==> config.mk <==
export PLATFORM = sky130hd
export DESIGN_NAME = lfsm_core
export DESIGN_NICKNAME = d
export VERILOG_FILES = /design/src/lfsm_pkg.sv /design/src/lfsm_core.sv
export SDC_FILE = /design/constraint.sdc
export NUM_CORES = 2
export LEC_CHECK = 0
export BUFFER_PORTS_ARGS = -buffer_cell sky130_fd_sc_hd__buf_2
export CAP_MARGIN = 20
export CORE_ASPECT_RATIO = 0.7
export CORE_UTILIZATION = 55
export DETAILED_ROUTE_END_ITERATION = 8
export PLACE_DENSITY_LB_ADDON = 0.25
export SKIP_LAST_GASP = 1
export SLEW_MARGIN = 20
export SYNTH_ARGS = -nofsm -noshare
export SYNTH_HDL_FRONTEND = slang
export SYNTH_SLANG_ARGS = --single-unit
==> constraint.sdc <==
create_clock -name CLK_SYS -period 2.9 [get_ports CLK_SYS]
set_clock_uncertainty 0.15 [all_clocks]
set_input_delay 0.145 -clock CLK_SYS [delete_from_list [all_inputs] [get_ports CLK_SYS]]
set_output_delay 0.145 -clock CLK_SYS [all_outputs]
set_load 0.02 [all_outputs]
==> src/lfsm_pkg.sv <==
// Notes on behaviour
// - flags bit 1 reads one, writes dropped
// - flags bits 3,5,15 read zero, ignore writes
// - flags never steer native instruction execution
// - arithmetic flags at fixed documented bit positions
// - system flags at fixed documented bit positions
// - arithmetic flags serve legacy ops only, native ignores
// - flags keep cumulative legacy results across switches
// - legacy stack lives in physical regs 8-15, 80-bit
// - legacy slot N maps to 8+((top+N) mod 8)
// - native access to 8-15 ignores top pointer
// - top pointer is a field of fp control
// - fp control register is 64 bits wide
// - fp status register is 64 bits wide
// - 64-bit instruction pointer: opcode, selector, address
// - 48-bit data pointer: selector and operand address
// - fault code is selector for descriptor tables, else zero
package lfsm_pkg;
  // register word indices on the bus (word address)
  localparam logic [3:0] LFSM_IDX_FLAGS_LO = 4'h0;
  localparam logic [3:0] LFSM_IDX_FLAGS_HI = 4'h1;
  localparam logic [3:0] LFSM_IDX_FCTL_LO = 4'h2;
  localparam logic [3:0] LFSM_IDX_FCTL_HI = 4'h3;
  localparam logic [3:0] LFSM_IDX_FSTS_LO = 4'h4;
  localparam logic [3:0] LFSM_IDX_FSTS_HI = 4'h5;
  localparam logic [3:0] LFSM_IDX_FIP_LO = 4'h6;
  localparam logic [3:0] LFSM_IDX_FIP_HI = 4'h7;
  localparam logic [3:0] LFSM_IDX_FDP_LO = 4'h8;
  localparam logic [3:0] LFSM_IDX_FDP_HI = 4'h9;
  localparam logic [3:0] LFSM_IDX_FPR_SEL = 4'hA;
  localparam logic [3:0] LFSM_IDX_FPR_D0 = 4'hB;
  localparam logic [3:0] LFSM_IDX_FPR_D1 = 4'hC;
  localparam logic [3:0] LFSM_IDX_FPR_D2 = 4'hD;
  localparam logic [3:0] LFSM_IDX_FAULT = 4'hE;
  // flag layout
  localparam int LFSM_B_CARRY = 0;
  localparam int LFSM_B_ONE = 1;
  localparam int LFSM_B_PARITY = 2;
  localparam int LFSM_B_AUX = 4;
  localparam int LFSM_B_ZERO = 6;
  localparam int LFSM_B_SIGN = 7;
  localparam int LFSM_B_TRAP = 8;
  localparam int LFSM_B_IEN = 9;
  localparam int LFSM_B_DIR = 10;
  localparam int LFSM_B_OVF = 11;
  localparam int LFSM_B_IOPL_LO = 12;
  localparam int LFSM_B_NEST = 14;
  localparam int LFSM_B_RESUME = 16;
  localparam int LFSM_B_V86 = 17;
  localparam int LFSM_B_ALIGN = 18;
  localparam int LFSM_B_VIF = 19;
  localparam int LFSM_B_VIP = 20;
  localparam int LFSM_B_PROBE = 21;
  // writable flag bits: 0,2,4,6..14,16..21; bit 1 forced one
  localparam logic [63:0] LFSM_FLAGS_WMASK = 64'h0000_0000_003F_7FD5;
  localparam logic [63:0] LFSM_FLAGS_FORCE1 = 64'h0000_0000_0000_0002;
  localparam logic [63:0] LFSM_FLAGS_RESET = 64'h0000_0000_0000_0002;
  localparam logic [63:0] LFSM_FCTL_RESET = 64'h0000_0000_0000_0000;
  // top pointer field in fp control
  localparam int LFSM_TOP_LO = 11;
  localparam int LFSM_FPR_W = 80;
  localparam int LFSM_FDP_W = 48;
  localparam logic [3:0] LFSM_FPR_BASE = 4'h8;
endpackage : lfsm_pkg

==> src/lfsm_core.sv <==
`timescale 1ns/100ps
module lfsm_core (
  input wire logic CLK_SYS,
  input wire logic RST_N,
  input wire logic [3:0] AVS_ADDRESS,
  input wire logic AVS_READ,
  input wire logic AVS_WRITE,
  input wire logic [31:0] AVS_WRITEDATA,
  input wire logic [3:0] AVS_BYTEENABLE,
  output logic [31:0] AVS_READDATA,
  output logic AVS_WAITREQUEST,
  output logic [1:0] AVS_RESPONSE,
  input wire logic LEGACY_MODE,
  input wire logic FLAGS_UPD,
  input wire logic [63:0] FLAGS_IN,
  input wire logic FPR_WR,
  input wire logic FPR_LEGACY,
  input wire logic [2:0] FPR_IDX,
  input wire logic [79:0] FPR_WDATA,
  input wire logic [2:0] FPR_RIDX,
  input wire logic FPR_RLEGACY,
  output logic [79:0] FPR_RDATA,
  output logic [3:0] FPR_RPHYS,
  output logic [63:0] LEGACY_FLAGS_OUT,
  input wire logic FAULT_VALID,
  input wire logic FAULT_DESC_TBL,
  input wire logic [15:0] FAULT_SELECTOR,
  output logic [15:0] FAULT_CODE
);
  import lfsm_pkg::*;

  logic [63:0] flags_ff; // stored writable flag bits; reset also loads bit 1
  logic [63:0] fctl_ff; // fp control, holds top pointer
  logic [63:0] fsts_ff; // fp status and tag
  logic [63:0] fip_ff; // opcode, code selector, address
  logic [LFSM_FDP_W-1:0] fdp_ff; // data selector and operand address
  logic [LFSM_FPR_W-1:0] fpr_ff [0:7]; // physical regs 8..15
  logic [2:0] sel_ff; // bus window onto physical reg 8+sel
  logic ack_ff; // one wait cycle then answer
  logic [63:0] flags_view; // what any reader sees
  logic [2:0] top_ptr;
  logic [2:0] wr_phys;
  logic [2:0] rd_phys;
  logic [31:0] rmux;
  logic hit;
  logic [31:0] bmask;

  // view applies fixed ones, zeros and reserved zeros
  assign flags_view = (flags_ff & LFSM_FLAGS_WMASK) | LFSM_FLAGS_FORCE1;
  assign top_ptr = fctl_ff[LFSM_TOP_LO +: 3];
  // legacy index rotates by top, mod 8 via 3-bit wrap
  assign wr_phys = FPR_LEGACY ? 3'(top_ptr + FPR_IDX) : FPR_IDX;
  assign rd_phys = FPR_RLEGACY ? 3'(top_ptr + FPR_RIDX) : FPR_RIDX;

  // byte-lane mask from byteenable
  genvar g;
  generate
    for (g = 0; g < 4; g++) begin : g_be
      assign bmask[g*8 +: 8] = {8{AVS_BYTEENABLE[g]}};
    end
  endgenerate

  // access completes on the cycle after it is first seen
  wire do_wr = AVS_WRITE & ack_ff;
  wire bus_fpr = do_wr & (AVS_ADDRESS >= LFSM_IDX_FPR_D0) & (AVS_ADDRESS <= LFSM_IDX_FPR_D2);

  function automatic logic [31:0] merge(input logic [31:0] old, input logic [31:0] nw, input logic [31:0] m);
    merge = (old & ~m) | (nw & m);
  endfunction : merge

  // handshake: waitrequest high one cycle, then low for the answer
  always_ff @(posedge CLK_SYS or negedge RST_N) begin
    if (!RST_N) begin
      ack_ff <= 1'b0;
    end else begin
      ack_ff <= (AVS_READ | AVS_WRITE) & ~ack_ff;
    end
  end

  // legacy flags: only legacy ops or software update, value persists
  always_ff @(posedge CLK_SYS or negedge RST_N) begin
    if (!RST_N) begin
      flags_ff <= LFSM_FLAGS_RESET;
    end else if (FLAGS_UPD && LEGACY_MODE) begin
      // native side never writes these, so they hold legacy results
      flags_ff <= FLAGS_IN & LFSM_FLAGS_WMASK;
    end else if (do_wr && AVS_ADDRESS == LFSM_IDX_FLAGS_LO) begin
      flags_ff[31:0] <= merge(flags_ff[31:0], AVS_WRITEDATA, bmask) & LFSM_FLAGS_WMASK[31:0];
    end
  end

  // fp control and status, 64 bits each
  always_ff @(posedge CLK_SYS or negedge RST_N) begin
    if (!RST_N) begin
      fctl_ff <= LFSM_FCTL_RESET;
      fsts_ff <= '0;
    end else if (do_wr) begin
      unique case (AVS_ADDRESS)
        LFSM_IDX_FCTL_LO: fctl_ff[31:0] <= merge(fctl_ff[31:0], AVS_WRITEDATA, bmask);
        LFSM_IDX_FCTL_HI: fctl_ff[63:32] <= merge(fctl_ff[63:32], AVS_WRITEDATA, bmask);
        LFSM_IDX_FSTS_LO: fsts_ff[31:0] <= merge(fsts_ff[31:0], AVS_WRITEDATA, bmask);
        LFSM_IDX_FSTS_HI: fsts_ff[63:32] <= merge(fsts_ff[63:32], AVS_WRITEDATA, bmask);
        default: ;
      endcase
    end
  end

  // instruction and data pointers
  always_ff @(posedge CLK_SYS or negedge RST_N) begin
    if (!RST_N) begin
      fip_ff <= '0;
      fdp_ff <= '0;
    end else if (do_wr) begin
      unique case (AVS_ADDRESS)
        LFSM_IDX_FIP_LO: fip_ff[31:0] <= merge(fip_ff[31:0], AVS_WRITEDATA, bmask);
        LFSM_IDX_FIP_HI: fip_ff[63:32] <= merge(fip_ff[63:32], AVS_WRITEDATA, bmask);
        LFSM_IDX_FDP_LO: fdp_ff[31:0] <= merge(fdp_ff[31:0], AVS_WRITEDATA, bmask);
        LFSM_IDX_FDP_HI: fdp_ff[47:32] <= 16'(merge({16'h0000, fdp_ff[47:32]}, AVS_WRITEDATA, bmask));
        default: ;
      endcase
    end
  end

  // bus window select onto a physical stack register
  always_ff @(posedge CLK_SYS or negedge RST_N) begin
    if (!RST_N) begin
      sel_ff <= 3'h0;
    end else if (do_wr && AVS_ADDRESS == LFSM_IDX_FPR_SEL && AVS_BYTEENABLE[0]) begin
      sel_ff <= AVS_WRITEDATA[2:0];
    end
  end

  // physical register file; core port wins over the bus window
  always_ff @(posedge CLK_SYS or negedge RST_N) begin
    if (!RST_N) begin
      for (int i = 0; i < 8; i++) fpr_ff[i] <= '0;
    end else if (FPR_WR) begin
      fpr_ff[wr_phys] <= FPR_WDATA;
    end else if (bus_fpr) begin
      // bus window is native style: physical, no rotation
      unique case (AVS_ADDRESS)
        LFSM_IDX_FPR_D0: fpr_ff[sel_ff][31:0] <= merge(fpr_ff[sel_ff][31:0], AVS_WRITEDATA, bmask);
        LFSM_IDX_FPR_D1: fpr_ff[sel_ff][63:32] <= merge(fpr_ff[sel_ff][63:32], AVS_WRITEDATA, bmask);
        default: fpr_ff[sel_ff][79:64] <= 16'(merge({16'h0000, fpr_ff[sel_ff][79:64]}, AVS_WRITEDATA, bmask));
      endcase
    end
  end

  // core read port, registered
  always_ff @(posedge CLK_SYS or negedge RST_N) begin
    if (!RST_N) begin
      FPR_RDATA <= '0;
      FPR_RPHYS <= LFSM_FPR_BASE;
    end else begin
      FPR_RDATA <= fpr_ff[rd_phys];
      FPR_RPHYS <= LFSM_FPR_BASE + {1'b0, rd_phys};
    end
  end

  // fault error code: selector only for descriptor tables
  always_ff @(posedge CLK_SYS or negedge RST_N) begin
    if (!RST_N) begin
      FAULT_CODE <= 16'h0000;
    end else if (FAULT_VALID) begin
      FAULT_CODE <= FAULT_DESC_TBL ? FAULT_SELECTOR : 16'h0000;
    end
  end

  // flags mirror for legacy consumers
  always_ff @(posedge CLK_SYS or negedge RST_N) begin
    if (!RST_N) begin
      LEGACY_FLAGS_OUT <= LFSM_FLAGS_RESET;
    end else begin
      LEGACY_FLAGS_OUT <= flags_view;
    end
  end

  // read mux
  always_comb begin
    hit = 1'b1;
    rmux = 32'h0000_0000;
    unique case (AVS_ADDRESS)
      LFSM_IDX_FLAGS_LO: rmux = flags_view[31:0];
      LFSM_IDX_FLAGS_HI: rmux = flags_view[63:32];
      LFSM_IDX_FCTL_LO: rmux = fctl_ff[31:0];
      LFSM_IDX_FCTL_HI: rmux = fctl_ff[63:32];
      LFSM_IDX_FSTS_LO: rmux = fsts_ff[31:0];
      LFSM_IDX_FSTS_HI: rmux = fsts_ff[63:32];
      LFSM_IDX_FIP_LO: rmux = fip_ff[31:0];
      LFSM_IDX_FIP_HI: rmux = fip_ff[63:32];
      LFSM_IDX_FDP_LO: rmux = fdp_ff[31:0];
      LFSM_IDX_FDP_HI: rmux = {16'h0000, fdp_ff[47:32]};
      LFSM_IDX_FPR_SEL: rmux = {29'h0000_0000, sel_ff};
      LFSM_IDX_FPR_D0: rmux = fpr_ff[sel_ff][31:0];
      LFSM_IDX_FPR_D1: rmux = fpr_ff[sel_ff][63:32];
      LFSM_IDX_FPR_D2: rmux = {16'h0000, fpr_ff[sel_ff][79:64]};
      LFSM_IDX_FAULT: rmux = {16'h0000, FAULT_CODE};
      default: hit = 1'b0; // unmapped: zero data, decode error
    endcase
  end

  // registered answer; waitrequest low exactly in the ack cycle
  always_ff @(posedge CLK_SYS or negedge RST_N) begin
    if (!RST_N) begin
      AVS_READDATA <= 32'h0000_0000;
      AVS_WAITREQUEST <= 1'b1;
      AVS_RESPONSE <= 2'b00;
    end else begin
      AVS_WAITREQUEST <= ~((AVS_READ | AVS_WRITE) & ~ack_ff);
      AVS_READDATA <= AVS_READ ? rmux : 32'h0000_0000;
      AVS_RESPONSE <= hit ? 2'b00 : 2'b11;
    end
  end
endmodule : lfsm_core

==> flow_summary.yaml <==
status:
  violations: "negative setup slack"
  status: "finished with violations"
cts:
  cts_htree_levels: 3
  numClockSinks: 1053
  clock_root_buffer: "sky130_fd_sc_hd__clkbuf_16"
  cts_made_buffers: 105
  cts_max_path_buffers: 3
  tritoncts: "built"
  clkTransAtPathRegs_ps: 70
  worst_skew_pair.late_latency_ps: 750
drt:
  drt_iter0_markers: 8973
  drc: 0
  number_of_routed_nets_with_antenna_violations: 0
  totalWireLength_um: 264000
  detail_route.first_pass.iterations: 8
  drt-wirelength-per-cell_um: 36.3
  detailroute.via_count: 54900
  viasPerCell: 7.55
synthesis:
  yosys_warnings: 0
  synth_sequential_area_ratio_pct: 45.7
  mappedNetlistArea_sq_mm: 0.0576
  ys_seq_elements: 1053
  postSynth.asyncResetShare_pct: 100
  synth.distinct_cells: 119
  number_of_synthesized_flops_with_an_enable_pin: 0
  most_used_flip_flop_cell_after_synthesis: "sky130_fd_sc_hd__dfrtp_1"
  syn-mean-instance-area_sq_um: 11.6
  cell_count_after_synthesis: 4950
sta:
  maxSlewViolCount: 0
  finalWorstSetupSlack_ps: -92.8
  grt_setup_unrepaired: "true"
  max_clock_freq_ghz: 0.334
  timing.final.setup_violations: 55
  final_hold_viol_count: 0
  worst_pin_slew_ps: 1050
  setup-tns-final_ps: -1450
  max_slew_margin_pct: 30.2
  period_needed_ps: 2990
  share_of_the_clock_period_used_by_the_worst_path_after_layout_pct: 103
power_and_ir_drop:
  vdd.ir_drop.worst_uv: 611
  share_comb_of_total_power_pct: 33.8
  power_switching_mw: 19.6
  switching_share_pct: 34.9
  sequentialPowerShare_pct: 39.4
  total_leakage_power_nw: 32.0
  p_int_mw: 36.7
  total_power_mw: 56.3
  power.density_mw_per_mm2: 768
  power_frac_clock_pct: 26.8
worst_hold_path:
  min_path_type: "in2reg"
  hold_end: "fpr_ff[415]"
  instance_count_along_the_most_critical_hold_path: 4
  min_from: "FPR_WR"
grt:
  global_route.peak_usage_layer: "met2"
  grt_first_pass_wirelength_um: 374000
  grt-ovfl-total: 0
  grt_util_met3_pct: 20.8
  grt_usage_pct: 48.4
  pin_count_of_the_biggest_net_entering_global_routing: 93
  initial_antenna_violation_count: 13
  gr-usage-met1_pct: 64.5
  grt_pass1_vias: 53200
  grt.met2_usage_pct: 65.1
cells_and_area:
  final_cell_mix: "1049 x sky130_fd_sc_hd__dfrtp_1, 496 x sky130_fd_sc_hd__buf_4, 383 x sky130_fd_sc_hd__mux2_2"
  layout.core_utilization_pct: 71.2
  layout.cells.most_common: "sky130_fd_sc_hd__dfrtp_1"
  layout-drive-gt1-share_pct: 34.4
  nets_final: 6050
  synthToLayoutAreaGrowth_pct: 27.2
worst_setup_path:
  reg2reg_depth: 8
  crit_required_ps: 3390
  reg2reg_to: "AVS_READDATA[5]"
  reg2reg_setup_slack_ps: -90
  crit_fanout: 17
  worst-setup-path-type: "reg2reg"
  critical_path_arrival_ps: 3480
  regToRegStartpoint: "sel_ff[2]"
  cp-end-kind: "flip-flop"
  element_type_at_the_critical_path_start: "flip-flop"
floorplanning:
  initial_core_util_pct: 55.9
  core_sq_mm: 0.103
  die_h_um: 273
  top_level_ports: 416
  dieWidth_um: 389
  dieArea_sq_mm: 0.106
  num_rows: 98
placement:
  dpl.hpwl_um: 175000
  final_replace_weighted_congestion: 1.03
  port_buffers: 322
flow_run:
  drv_cap: 0
power by group through the flow:
stage / clock network (mW) / logic, mW / registers, mW
2_1_floorplan: 0 / 10.2 / 21.4
3_3_place_gp: 0 / 17.0 / 21.9
3_5_place_dp: 0 / 17.3 / 22.0
4_1_cts: 15.0 / 17.8 / 21.9
5_1_grt: 15.5 / 19.6 / 22.5
6_report: 15.1 / 19.0 / 22.2
worst max path at each step:
| stage | startpoint | endpoint | cells past startpoint |
|---|---|---|---|
| 2_1_floorplan | flip-flop | fpr_ff[312] | 10 |
| 3_3_place_gp | flip-flop | fpr_ff[93] | 9 |
| 4_1_cts | flip-flop | fpr_ff[595] | 12 |
| 3_5_place_dp | flip-flop | fpr_ff[80] | 9 |
| 5_1_grt | flip-flop | fpr_ff[341] | 11 |
| 6_report | sel_ff[2] | AVS_READDATA[5] | 8 |
layout make-up:
cell class / count / area, sq um
tap: 1350 / 1690
clock buffer: 147 / 3070
clock inverter: 51 / 687
fill: 7168 / 29700
sequential: 1053 / 26400
timing repair buffer: 1267 / 11900
antenna: 7 / 17.5
inverter: 55 / 214
multi-input combinational: 3347 / 29400
synth_stat cells (101+ instances only):
cell type,instances,share of area [%]
sky130_fd_sc_hd__buf_2,176,1.5
sky130_fd_sc_hd__a21oi_1,265,2.3
sky130_fd_sc_hd__mux2i_1,119,2.1
sky130_fd_sc_hd__mux2_2,386,7.5
sky130_fd_sc_hd__o2bb2ai_1,265,4.0
sky130_fd_sc_hd__mux4_2,235,9.2
sky130_fd_sc_hd__nor2_1,288,1.9
sky130_fd_sc_hd__a221oi_1,101,1.5
sky130_fd_sc_hd__a221o_1,157,2.7
sky130_fd_sc_hd__clkbuf_1,213,1.4
sky130_fd_sc_hd__o21ai_0,199,1.7
sky130_fd_sc_hd__dfrtp_1,1052,46
sky130_fd_sc_hd__nand2_1,209,1.4
sky130_fd_sc_hd__a22o_1,183,2.8
repair_timing:
| action | 4_1_cts | 5_1_grt |
|---|---|---|
| pin swaps | 2 | 28 |
| cloned | 2 | 19 |
| endpoints found under the setup margin | 205 | 479 |
| hold endpoints to repair | 1911 | 0 |
| hold buffers | 241 | 0 |
| resized for setup | 9 | 96 |
| buffers inserted | 5 | 25 |
through the flow:
| step | hold slack (ps) | setup slack [ps] | cell area, sq um | cells |
|---|---|---|---|---|
| floorplan | -301 | 50.2 | 57800 | 4995 |
| global placement | 23.8 | -218 | 65800 | 6784 |
| detailed placement | 24.7 | -248 | 65800 | 6784 |
| CTS | 15.5 | -11.4 | 72100 | 7230 |
| global route | 80.9 | -96.0 | 73300 | 7273 |
| finish | 73.4 | -92.8 | 73300 | 7277 |
worst max-delay path, cell delays in order (launching register included):
cell,delay [ps]
sky130_fd_sc_hd__dfrtp_4,530
sky130_fd_sc_hd__buf_4,250
sky130_fd_sc_hd__nor2b_1,190
sky130_fd_sc_hd__buf_4,180
sky130_fd_sc_hd__a221o_1,330
sky130_fd_sc_hd__o21ai_0,580
sky130_fd_sc_hd__and4_1,400
sky130_fd_sc_hd__a31oi_1,120
sky130_fd_sc_hd__buf_4,140
logic make-up (layout without fill, tap and decap cells):
kind of cell,Yosys count,in the layout,synth area share [%]
flops,1053,1053,45.7
simple gates,880,881,7.53
buf+inv,596,1520,4.95
xor+xnor,4,4,0.0739
compound gates,1659,1659,22.3
mux,752,752,19.2
fa+ha+maj,4,4,0.113
other cells,2,54,0.0130
metal layers:
layer,vias to the layer above,part of all wire (%)
met2,5315,39
met3,1298,17
li1,21100,-
met1,27200,36
met4,12,8.1
met5,-,0.035
Note: power is estimated with default switching activity, not from simulation.
